--- src/rtl/gdp_pkg.sv ---
/*
 Package for the general purpose port bank: register offsets, field positions,
 reset values, masks and the port count. Assumes a byte-addressed plain register port.
*/
package gdp_pkg;
    // Data registers.
    localparam logic [7:0] DATA_ONE_OFS    = 8'h4b;
    localparam logic [7:0] DATA_TWO_OFS    = 8'h4c;
    localparam logic [7:0] DATA_THREE_OFS  = 8'h4d;
    localparam logic [7:0] DATA_FOUR_OFS   = 8'h4e;
    localparam logic [7:0] DATA_FIVE_OFS   = 8'h4f;
    // Configuration registers, one per port, indexed from this base.
    localparam logic [7:0] CFG_BASE_OFS    = 8'h80;
    // Interrupt status and mask.
    localparam logic [7:0] IRQ_STAT_OFS    = 8'h60;
    localparam logic [7:0] IRQ_MASK_OFS    = 8'h64;
    localparam logic [7:0] IRQ_STAT2_OFS   = 8'h61;
    localparam logic [7:0] IRQ_MASK2_OFS   = 8'h65;
    localparam logic [7:0] IRQ_STAT3_OFS   = 8'h62;
    localparam logic [7:0] IRQ_MASK3_OFS   = 8'h66;
    localparam logic [7:0] IRQ_STAT4_OFS   = 8'h63;
    localparam logic [7:0] IRQ_MASK4_OFS   = 8'h67;
    localparam logic [7:0] IRQ_STAT5_OFS   = 8'h68;
    localparam logic [7:0] IRQ_MASK5_OFS   = 8'h69;
    // Configuration fields.
    localparam int         CFG_DIR_BIT     = 0;
    localparam int         CFG_POL_BIT     = 1;
    localparam int         CFG_ODRAIN_BIT  = 7;
    localparam logic [7:0] CFG_RESET       = 8'h01;
    localparam logic [7:0] DATA_RESET      = 8'h00;
    localparam logic [7:0] FOUR_VALID_MASK = 8'h0f;
    localparam int         NUM_PORTS       = 40;
endpackage

--- src/rtl/gdp_pin_sync.sv ---
/*
 Three-stage pin synchroniser with agreement filter. Assumes pins are
 asynchronous to core_clk.
*/
module gdp_pin_sync #(
    parameter int WIDTH = 40
) (
    input  wire logic             core_clk,
    input  wire logic             rstn,
    input  wire logic [WIDTH-1:0] pin_raw,
    output logic      [WIDTH-1:0] pin_level,
    output logic      [WIDTH-1:0] pin_change
);
    logic [WIDTH-1:0] stage_one;
    logic [WIDTH-1:0] stage_two;
    logic [WIDTH-1:0] stage_three;
    logic [1:0]       fill;
    wire              primed     = fill == 2'h3;
    wire  [WIDTH-1:0] agree      = ~(stage_two ^ stage_three);
    wire  [WIDTH-1:0] next_level = (agree & stage_three) | (~agree & pin_level);

    // The first stage feeds only the second; a level counts when two and three agree.
    // Until the stages hold real samples the level is loaded quietly, because a reset
    // level of zero would otherwise look like an edge on every pin that idles high.
    always_ff @(posedge core_clk or negedge rstn)
    begin
        if (!rstn)
        begin
            stage_one   <= '0;
            stage_two   <= '0;
            stage_three <= '0;
            pin_level   <= '0;
            fill        <= 2'h0;
        end
        else
        begin
            stage_one   <= pin_raw;
            stage_two   <= stage_one;
            stage_three <= stage_two;
            pin_level   <= primed ? next_level : stage_two;
            fill        <= primed ? fill : fill + 2'h1;
        end
    end

    // No change is reported while the stages are still filling after reset.
    assign pin_change = primed ? (next_level ^ pin_level) : '0;
endmodule // gdp_pin_sync

--- src/rtl/gdp_cfg_mem.sv ---
/*
 Small memory holding one configuration byte per port with registered read.
 Assumes single write and single read port on core_clk.
*/
module gdp_cfg_mem #(
    parameter int DEPTH = 40
) (
    input  wire logic                     core_clk,
    input  wire logic                     rstn,
    input  wire logic                     wr_en,
    input  wire logic [$clog2(DEPTH)-1:0] wr_idx,
    input  wire logic [7:0]               wr_data,
    input  wire logic [$clog2(DEPTH)-1:0] rd_idx,
    output logic      [7:0]               rd_data,
    output logic      [DEPTH*8-1:0]       all_cfg
);
    localparam int IW = $clog2(DEPTH);
    logic [7:0] cfg [DEPTH];

    // An index narrower than one bit cannot address the store.
    if (DEPTH < 2)
    begin : g_chk
        $error("Configuration depth must be at least two.");
    end

    // input after reset
    // Every port resets to an input so nothing drives a pin after power-on.
    for (genvar i = 0; i < DEPTH; i++)
    begin : g_cfg
        always_ff @(posedge core_clk or negedge rstn)
        begin
            if (!rstn)
                cfg[i] <= gdp_pkg::CFG_RESET;
            else if (wr_en && wr_idx == IW'(i))
                cfg[i] <= wr_data;
        end
        assign all_cfg[i*8 +: 8] = cfg[i];
    end

    // Read data comes out of a register.
    always_ff @(posedge core_clk or negedge rstn)
    begin
        if (!rstn)
            rd_data <= 8'h00;
        else
            rd_data <= cfg[rd_idx];
    end
endmodule // gdp_cfg_mem

--- src/rtl/gdp_port_bank.sv ---
/*
 General purpose port bank: 40 ports, 36 of them in five packed data registers, one
 configuration byte per port, pin synchronisers and pin-change interrupts.
 Assumes a plain register port with read data one cycle after the read strobe,
 and external pads that resolve pin level from data out and low-active enable.
*/
// Implementation choice: the plain strobed port.
// Contract
// - Each port has one data bit and its own eight-bit configuration register.
// - Data bits pack into eight-bit data registers at fixed bit positions.
// - Input port read returns the present pin level.
// - Output port drives the value software wrote to its data bit.
// - Data bit latched on every read and write, stable between accesses.
// - All data and configuration registers are reachable in the register space.
// - Data registers at 4B to 4F; register four bits 4 to 7 reserved.
// - Event-capable inputs feed wakeup logic kept on standby supply.
// - Config bit 0 direction, bit 1 polarity, bit 7 open-drain select.
module gdp_port_bank #(
    parameter int NPORT = 40
) (
    input  wire logic             core_clk,
    input  wire logic             rstn,
    input  wire logic [7:0]       reg_addr,
    input  wire logic [7:0]       reg_wdata,
    input  wire logic             reg_wr,
    input  wire logic             reg_rd,
    output logic      [7:0]       reg_rdata,
    input  wire logic [NPORT-1:0] pin_in,
    output logic      [NPORT-1:0] pin_out,
    output logic      [NPORT-1:0] pin_oe_n,
    output logic      [NPORT-1:0] wakeup_event_in,
    output logic                  irq
);
    localparam int IW = $clog2(NPORT);

    if (NPORT != gdp_pkg::NUM_PORTS)
    begin : g_chk
        $error("Port count must be 40.");
    end

    logic [NPORT-1:0]   out_val;
    logic [NPORT-1:0]   latched;
    logic [NPORT-1:0]   irq_stat;
    logic [NPORT-1:0]   irq_mask;
    logic [NPORT-1:0]   pin_level;
    logic [NPORT-1:0]   pin_change;
    logic [NPORT*8-1:0] all_cfg;
    logic [7:0]         cfg_rdata;
    logic [7:0]         rd_hold;
    logic               rd_from_cfg;

    gdp_pin_sync #(.WIDTH(NPORT)) u_sync (
        .core_clk   (core_clk),
        .rstn       (rstn),
        .pin_raw    (pin_in),
        .pin_level  (pin_level),
        .pin_change (pin_change)
    );

    // Configuration window decode.
    wire         cfg_hit = reg_addr >= gdp_pkg::CFG_BASE_OFS
                           && reg_addr < gdp_pkg::CFG_BASE_OFS + 8'(NPORT);
    wire [7:0]   cfg_off = reg_addr - gdp_pkg::CFG_BASE_OFS;
    wire [IW-1:0] cfg_idx = cfg_off[IW-1:0];

    gdp_cfg_mem #(.DEPTH(NPORT)) u_cfg (
        .core_clk (core_clk),
        .rstn     (rstn),
        .wr_en    (reg_wr && cfg_hit),
        .wr_idx   (cfg_idx),
        .wr_data  (reg_wdata),
        .rd_idx   (cfg_idx),
        .rd_data  (cfg_rdata),
        .all_cfg  (all_cfg)
    );

    // Per-port field extraction and pin drive.
    logic [NPORT-1:0] dir_out;
    logic [NPORT-1:0] pol_inv;
    logic [NPORT-1:0] odrain;
    logic [NPORT-1:0] drive_val;
    logic [NPORT-1:0] in_val;
    for (genvar p = 0; p < NPORT; p++)
    begin : g_port
        assign dir_out[p]   = ~all_cfg[p*8 + gdp_pkg::CFG_DIR_BIT];
        assign pol_inv[p]   = all_cfg[p*8 + gdp_pkg::CFG_POL_BIT];
        assign odrain[p]    = all_cfg[p*8 + gdp_pkg::CFG_ODRAIN_BIT];
        assign drive_val[p] = out_val[p] ^ pol_inv[p];
        // open-drain drives low only; push-pull drives both levels.
        assign pin_out[p]   = odrain[p] ? 1'b0 : drive_val[p];
        assign pin_oe_n[p]  = ~(dir_out[p] && (!odrain[p] || !drive_val[p]));
        assign in_val[p]    = pin_level[p] ^ pol_inv[p];
    end

    // wakeup path taken before synchronisers, as the standby logic has no core clock.
    assign wakeup_event_in = pin_in;

    // Data register decode.
    wire [2:0] data_sel = reg_addr == gdp_pkg::DATA_ONE_OFS   ? 3'h1 :
                          reg_addr == gdp_pkg::DATA_TWO_OFS   ? 3'h2 :
                          reg_addr == gdp_pkg::DATA_THREE_OFS ? 3'h3 :
                          reg_addr == gdp_pkg::DATA_FOUR_OFS  ? 3'h4 :
                          reg_addr == gdp_pkg::DATA_FIVE_OFS  ? 3'h5 : 3'h0;
    // Interrupt register decode: stat at 60..63,68; mask at 64..67,69.
    wire [2:0] stat_sel = reg_addr == gdp_pkg::IRQ_STAT_OFS  ? 3'h1 :
                          reg_addr == gdp_pkg::IRQ_STAT2_OFS ? 3'h2 :
                          reg_addr == gdp_pkg::IRQ_STAT3_OFS ? 3'h3 :
                          reg_addr == gdp_pkg::IRQ_STAT4_OFS ? 3'h4 :
                          reg_addr == gdp_pkg::IRQ_STAT5_OFS ? 3'h5 : 3'h0;
    wire [2:0] mask_sel = reg_addr == gdp_pkg::IRQ_MASK_OFS  ? 3'h1 :
                          reg_addr == gdp_pkg::IRQ_MASK2_OFS ? 3'h2 :
                          reg_addr == gdp_pkg::IRQ_MASK3_OFS ? 3'h3 :
                          reg_addr == gdp_pkg::IRQ_MASK4_OFS ? 3'h4 :
                          reg_addr == gdp_pkg::IRQ_MASK5_OFS ? 3'h5 : 3'h0;

    // Byte-wide write masks into the packed 40-bit vectors.
    logic [NPORT-1:0] wr_data_vec;
    logic [NPORT-1:0] data_we;
    logic [NPORT-1:0] stat_we;
    logic [NPORT-1:0] mask_we;
    logic [NPORT-1:0] acc_lane;
    // reserved upper nibble of register four
    wire  [7:0]       lane_valid = data_sel == 3'h4 ? gdp_pkg::FOUR_VALID_MASK : 8'hff;
    for (genvar b = 0; b < NPORT / 8; b++)
    begin : g_lane
        assign wr_data_vec[b*8 +: 8] = reg_wdata;
        assign acc_lane[b*8 +: 8] = (data_sel == 3'(b + 1)) ? lane_valid : 8'h00;
        assign data_we[b*8 +: 8]  = reg_wr ? acc_lane[b*8 +: 8] : 8'h00;
        assign stat_we[b*8 +: 8]  = (reg_wr && stat_sel == 3'(b + 1)) ? reg_wdata : 8'h00;
        assign mask_we[b*8 +: 8]  = (reg_wr && mask_sel == 3'(b + 1)) ? 8'hff : 8'h00;
    end

    // latch on read and on write
    wire [NPORT-1:0] rd_lane = reg_rd ? acc_lane : '0;
    wire [NPORT-1:0] acc_any = rd_lane | data_we;
    wire [NPORT-1:0] cur_val = (dir_out & out_val) | (~dir_out & in_val);
    wire [NPORT-1:0] next_latched = (data_we & wr_data_vec) | (~data_we & rd_lane & cur_val)
                                    | (~acc_any & latched);
    // input pin events set status; a clear in the same cycle loses.
    wire [NPORT-1:0] in_event  = pin_change & ~dir_out;
    wire [NPORT-1:0] next_stat = (irq_stat & ~stat_we) | in_event;

    // Data, status and mask storage.
    always_ff @(posedge core_clk or negedge rstn)
    begin
        if (!rstn)
        begin
            out_val  <= '0;
            latched  <= '0;
            irq_stat <= '0;
            irq_mask <= '0;
        end
        else
        begin
            out_val  <= (data_we & wr_data_vec) | (~data_we & out_val);
            latched  <= next_latched;
            irq_stat <= next_stat;
            irq_mask <= (mask_we & wr_data_vec) | (~mask_we & irq_mask);
        end
    end

    assign irq = |(irq_stat & irq_mask);

    // Read mux: data reads return the freshly latched byte.
    wire [2:0] rsel = data_sel | stat_sel | mask_sel;
    wire [5:0] rbase = {3'h0, rsel - 3'h1} << 3;
    wire [7:0] next_rd = data_sel != 3'h0 ? next_latched[rbase +: 8] & lane_valid :
                         stat_sel != 3'h0 ? irq_stat[rbase +: 8] :
                         mask_sel != 3'h0 ? irq_mask[rbase +: 8] : 8'h00;

    // Read holding register; unmapped addresses read zero.
    always_ff @(posedge core_clk or negedge rstn)
    begin
        if (!rstn)
        begin
            rd_hold     <= 8'h00;
            rd_from_cfg <= 1'b0;
        end
        else
        begin
            rd_hold     <= reg_rd ? next_rd : 8'h00;
            rd_from_cfg <= reg_rd && cfg_hit;
        end
    end

    assign reg_rdata = rd_from_cfg ? cfg_rdata : rd_hold;

    // Helper history for assertions.
    logic [7:0] prev_addr;
    logic       prev_wr;
    logic [7:0] prev_wdata;
    always_ff @(posedge core_clk or negedge rstn)
    begin
        if (!rstn)
        begin
            prev_addr  <= 8'h00;
            prev_wr    <= 1'b0;
            prev_wdata <= 8'h00;
        end
        else
        begin
            prev_addr  <= reg_addr;
            prev_wr    <= reg_wr;
            prev_wdata <= reg_wdata;
        end
    end
endmodule // gdp_port_bank

--- config.mk ---
export PLATFORM = sky130hd
export DESIGN_NAME = gdp_port_bank
export DESIGN_NICKNAME = d
export VERILOG_FILES = /design/src/rtl/gdp_pkg.sv /design/src/rtl/gdp_pin_sync.sv /design/src/rtl/gdp_cfg_mem.sv /design/src/rtl/gdp_port_bank.sv
export SDC_FILE = /design/constraint.sdc
export NUM_CORES = 1
export LEC_CHECK = 0
export BUFFER_PORTS_ARGS = -buffer_cell sky130_fd_sc_hd__buf_2
export CORE_MARGIN = 5
export CORE_UTILIZATION = 35
export DETAILED_ROUTE_END_ITERATION = 12
export PLACE_DENSITY = 0.61
export SYNTH_ARGS = -nofsm -noshare
export SYNTH_HDL_FRONTEND = slang
export SYNTH_HIERARCHICAL = 1
export SYNTH_SLANG_ARGS = --single-unit
--- constraint.sdc ---
create_clock -name core_clk -period 3.9 [get_ports core_clk]
set_input_delay 1.17 -clock core_clk [delete_from_list [all_inputs] [get_ports core_clk]]
set_output_delay 1.17 -clock core_clk [all_outputs]
set_load 0.01 [all_outputs]
======== After elaboration in Yosys (flattened, before gate mapping) ========
Cells that the tools add are included.
W data, S select, Z words.
cells by class
  shifts and indexed selects .............. 3
  reductions and logical operators ........ 218
  equal/unequal tests ..................... 70
  add/sub/neg operators ................... 3
  bitwise gates (word level) .............. 195
  magnitude comparators ................... 3
  mux-type cells .......................... 87
operator list
  operator              number
  $and A40 B40 Y40      14
  $or A40 B40 Y40       8
  $not A40 Y40          7
  $mux W8               28
  $eq A8 B7 Y1 const B  15
  $mux W40              3
  $shiftx A40 B7 Y8     3
  $eq A6 B5 Y1 const B  16
  $logic_and A1 B1 Y1   93
  $logic_not A1 Y1      80
  $not A1 Y1            80
  $xor A1 B1 Y1         80
  $xor A40 B40 Y40      2
  $bmux W8 S6           1
  $eq A6 B4 Y1 const B  8
  $eq A6 B6 Y1 const B  8
  $mux W3               15
  $logic_or A1 B1 Y1    40
  $mux W1               40
  $reduce_or A40 Y1     1
  $eq A6 B3 Y1 const B  4
  $eq A3 B2 Y1 const B  6
  $eq A3 B3 Y1 const B  6
  $eq A6 B2 Y1 const B  2
  other kinds (14)      19
storage, ports and cells
  bits of input ports ..................... 60
  word-level logic and storage cells ...... 631
  register bits after elaboration ......... 659

======== Logic depth before layout (Yosys ltp) ========
  word-level depth ........................ 19
  gate-level depth with buffers ........... 14

======== Hierarchy ========
Netlist, hierarchy kept.
by module, submodules not included
  module         times used  seq. area each (um^2)  area each (um^2)  cells each
  gdp_cfg_mem    1           8257.9                 15051.9           956
  gdp_port_bank  1           4028.9                 10131.0           973
  gdp_pin_sync   1           4053.9                 6047.0            418

======== Worst setup path before layout ========
No wires, ideal clock.
  path type ............................... input -> register
  from .................................... input port reg_addr[1]
  to ...................................... register rd_hold[3]
  slack ................................... -0.263 ns
  stages .................................. 13
  data arrival time ....................... 4.030 ns
  setup time .............................. 0.133 ns
  path buffers ............................ 4
  required time ........................... 3.767 ns
  cells stage by stage .................... or2_2 a311oi_4 nor2_8 inv_1 buf_2 ha_1 clkbuf_1 buf_1 clkbuf_1 mux2i_1 mux2i_1 a22oi_1 a31oi_1
between the ends
  cells in the longest elaborated chain, start to end .. 18
  elaborated cells on any way between the ends .. 69
  those cells by class .................... 1 x add/sub; 20 x eq/ne; 3 x shift; 30 x mux; 12 x bitwise; 3 x reduce/logical
RTL lines
  element                                     line                  RTL
  start, declared                             gdp_port_bank.sv:23   input wire logic [7:0] reg_addr,
  $eq A8 B7 Y1                                gdp_port_bank.sv:103  reg_addr == gdp_pkg::DATA_FIVE_OFS ? 3'h5 : 3'h0;
  $mux W3                                     gdp_port_bank.sv:103
  $mux W3                                     gdp_port_bank.sv:102  reg_addr == gdp_pkg::DATA_FOUR_OFS ? 3'h4 :
  $mux W3                                     gdp_port_bank.sv:101  reg_addr == gdp_pkg::DATA_THREE_OFS ? 3'h3 :
  $mux W3                                     gdp_port_bank.sv:100  reg_addr == gdp_pkg::DATA_TWO_OFS ? 3'h2 :
  $mux W3                                     gdp_port_bank.sv:99   wire [2:0] data_sel = reg_addr == gdp_pkg::DATA_ONE_OFS ? 3'h1 :
  $eq A3 B1 Y1, or another cell as far along  gdp_port_bank.sv:127  assign acc_lane[b*8 +: 8] = (data_sel == 3'(b + 1)) ? lane_valid : 8'h00;
  $mux W8                                     gdp_port_bank.sv:127
  $mux W8                                     gdp_port_bank.sv:128  assign data_we[b*8 +: 8] = reg_wr ? acc_lane[b*8 +: 8] : 8'h00;
  $not A40 Y40                                gdp_port_bank.sv:137  wire [NPORT-1:0] next_latched = (data_we & wr_data_vec) | (~data_we & rd_lane & cur_val)
  $and A40 B40 Y40 (2 in a row)               gdp_port_bank.sv:137
  $or A40 B40 Y40                             gdp_port_bank.sv:137
  $or A40 B40 Y40                             gdp_port_bank.sv:138  | (~acc_any & latched);
  $shiftx A40 B7 Y8                           gdp_port_bank.sv:167  wire [7:0] next_rd = data_sel != 3'h0 ? next_latched[rbase +: 8] & lane_valid :
  $and A8 B8 Y8                               gdp_port_bank.sv:167
  $mux W8 (*)                                 gdp_port_bank.sv:167
  $mux W8 (*)                                 gdp_port_bank.sv:181  rd_hold <= reg_rd ? next_rd : 8'h00;
  end signal, assigned                        gdp_port_bank.sv:181
  end, declared                               gdp_port_bank.sv:49   logic [7:0] rd_hold;
Mark *: on every way between the ends. The rest lies on a longest branch, timed or not.
A chain may end at the register's enable or synchronous reset.

======== Final worst setup path ========
  from .................................... register irq_stat[29]
  to ...................................... output port irq
between the ends
  cells in the longest elaborated chain, start to end .. 2
RTL lines
  element                 line                  RTL
  start, declared         gdp_port_bank.sv:43   logic [NPORT-1:0] irq_stat;
  start signal, assigned  gdp_port_bank.sv:157  irq_stat <= next_stat;
  $and A40 B40 Y40        gdp_port_bank.sv:162  assign irq = |(irq_stat & irq_mask);
  $reduce_or A40 Y1       gdp_port_bank.sv:162
  end, declared           gdp_port_bank.sv:32   output logic irq
No other way between the ends.

==> flow_summary_export.csv <==
group,metric,value,unit
sta,finalSetupTns,0,ps
min_path,hp-start,"u_sync/stage_one[5]",
global_routing,grt_first_pass_wirelength,152,mm
yosys,synthesis.nets,2409,
sta,max_freq,0.262,GHz
critical_path,cp_max_fo,3,
place,dp_hpwl,74.5,mm
floorplanning,design.core.area,88500,µm²
cts,h-tree-depth,3,
sta,hold_violations,0,
critical_path,timing.rr.end,"rd_hold[1]",
power_and_ir_drop,power_density,447,nW/µm²
global_routing,antenna_found_initial,9,
cts,post_cts.repair.setup_buffers,0,
yosys,synth-edff-count,0,
critical_path,crit_type,"reg2out",
yosys,syn_inst,2347,
global_routing,track_usage,21.4,%
job,maxCapViolCount,0,
sta,maxSlewHeadroom,32.4,%
critical_path,cpMaxStageDelayCell,"dfrtp_1",
global_routing,grt_max_degree,104,
route,routedWlPerCell,27.2,µm
place,gp_congestion,0.966,
yosys,yosysSeqAreaShare,52.3,%
sta,finalMaxSlewViolations,0,
place,port_buffers,188,
place,dp_slack,17.0,ps
floorplanning,num_rows,109,
sta,post-route-min-period,3820,ps
min_path,holdPathStages,0,
sta,period_share,98.0,%
cts,cts_tree,"yes",
layout,layout-drive-gt1-share,39.5,%
critical_path,path_buf_inv,1,
route,drc,0,
floorplanning,io_pins,189,
yosys,async_flop_share,100,%
critical_path,cp.arrival,2650,ps
sta,fin_skew,25.9,ps
critical_path,rr_worst_depth,6,
sta,finalSetupViolCount,0,
cts,cts_root_buf,"clkbuf_16",
critical_path,critPathTopFamily,"simple AND/OR/NAND/NOR gates",
sta,grt_setup_unrepaired,"no",
power_and_ir_drop,ir_drop,0.326,mV
yosys,synth.distinct_cells,92,
route,routed_wl,104,mm
critical_path,worstPathRequired,2730,ps
layout,nNetsFinal,2645,
layout,multi_input_area,13800,µm²
power_and_ir_drop,power,16.3,mW
yosys,ys_seq_elements,651,
cts,path_clk_slew,60,ps
route,drt-initial-drc-count,2118,
floorplanning,initial_core_util,35.3,%
layout,final_area,36400,µm²
floorplanning,die_area,95300,µm²
yosys,ys_warn_count,6,
sta,worst_slack,76.6,ps
critical_path,reg2reg_slack,1760,ps
run_status,status,"finished, final reports clean",
critical_path,critical_path.cell_chain,"a22o_1 > a221oi_2 > nand3_1 > nor4_4 > nand4_1 > buf_2",
yosys,synth-main-ff-cell,"dfrtp_1",
route,via_per_inst,5.68,
floorplanning,fp.dieW,309,µm
global_routing,grt.overflow.total,0,
cts,cts.sinks,651,
floorplanning,chipHeight,309,µm
min_path,hp-class,"reg2reg",
route,firstDrtPassIters,8,
cts,clkLatencyLatePin,630,ps
cts,ctsLongestPathBuffers,3,
layout,area_delta_synth_final,16.5,%
sta,whs,346,ps
sta,worstMarginPinSlew,1010,ps
cts,cts_made_buffers,72,
yosys,syn_avg_cell_area,13.3,µm²
critical_path,cp-start-kind,"register",
power_and_ir_drop,p_leak,16.7,nW
yosys,syn-cell-area,31200,µm²
global_routing,grt_pass1_vias,22132,
layout,fill_cells,8173,
critical_path,endpoint_kind,"output pin",
route,dr_total_vias,21603,
route,postRouteAntennaNets,0,
min_path,worstHoldEndpoint,"u_sync/stage_two[5]",
place,placed_cell_area,34000,µm²
layout,ff_latch_area,16300,µm²
critical_path,slowest_delay,490,ps
## stage by stage
stage | std cells | utilization, %
3_5_place_dp | 3674 | 38.4
6_report | 3805 | 41.1
2_1_floorplan | 2347 | -
5_1_grt | 3804 | 41.1
4_1_cts | 3804 | 41.1
3_3_place_gp | 3674 | 38.4
## cell usage after synthesis (all sizes together), types with 46 or more instances
cell    instances  area share (%)
clkbuf         68            0.83
nand3b         47             1.2
a21o           46             1.1
nor2           82             1.1
mux2          425              15
a22o           98             2.7
mux2i          61             2.0
xnor2          73             2.0
mux4           68             5.0
nand2          87             1.0
dfrtp         611              49
buf           100             2.3
## cell usage in the layout (no fill, tap or decap), types with 22 or more instances in the layout
cell / count
a21boi_1: 39
xnor2_1: 73
nor4b_1: 29
dfrtp_1: 611
clkbuf_16: 73
a311oi_1: 23
buf_4: 130
nor2_1: 69
mux2i_1: 61
or3b_2: 39
nand2b_1: 37
o21bai_1: 34
a22o_1: 98
nand2_1: 87
nand3b_1: 44
a21oi_1: 30
mux2_2: 417
o22a_1: 22
mux4_2: 57
buf_2: 185
inv_1: 43
dfstp_2: 40
clkbuf_1: 22
a21o_1: 46
## layout make-up
class | instances | share of cell area, %
flip-flops and latches | 651 | 44.9
repair buffers | 330 | 6.04
clock inverters | 23 | 0.874
diodes | 1 | 0.00688
inverters | 45 | 0.464
multi-input cells | 1483 | 38.0
clock buffers | 107 | 5.70
well taps | 1165 | 4.01
## where the power goes
part	internal, mW	switching [mW]
clock	4.10	2.84
sequential	7.16	0.491
combinational	0.747	0.917
## cells by family after synthesis
family / synth area share (%)
flip-flops: 52.3
multiplexers: 22.3
AO/OA/AOI/OAI: 10.5
XOR/XNOR: 2.10
buffers and inverters: 3.63
AND/OR/NAND/NOR: 9.00
adder cells (fa/ha/maj): 0.0801
## per-layer routing
layer	GRT usage, %	vias up	routed length (µm)	part of all wire (%)
li1	-	9199	-	-
met4	5.27	8	2390	2.3
met3	4.48	146	7670	7.4
met2	32.9	837	46300	45
met5	0	-	49	0.047
met1	31.2	11413	47300	46
## timing repair
action,CTS,global route
gates resized for setup,3,0
hold buffers,0,0
endpoints found under the setup margin,1,0
## worst max path at each step
| stage | cells past startpoint | end | start | slack [ps] |
|---|---|---|---|---|
| after floorplan | 12 | rd_hold[7] | reg_addr[1] | 0.2 |
| after detailed placement | 13 | rd_hold[3] | reg_addr[1] | 20 |
| after CTS | 6 | irq | irq_stat[29] | 70 |
| after global placement | 13 | rd_hold[0] | reg_addr[1] | 10 |
| final | 6 | irq | irq_stat[29] | 80 |
| after global routing | 6 | irq | irq_stat[29] | 20 |
Note: power is estimated with default switching activity, not from simulation.
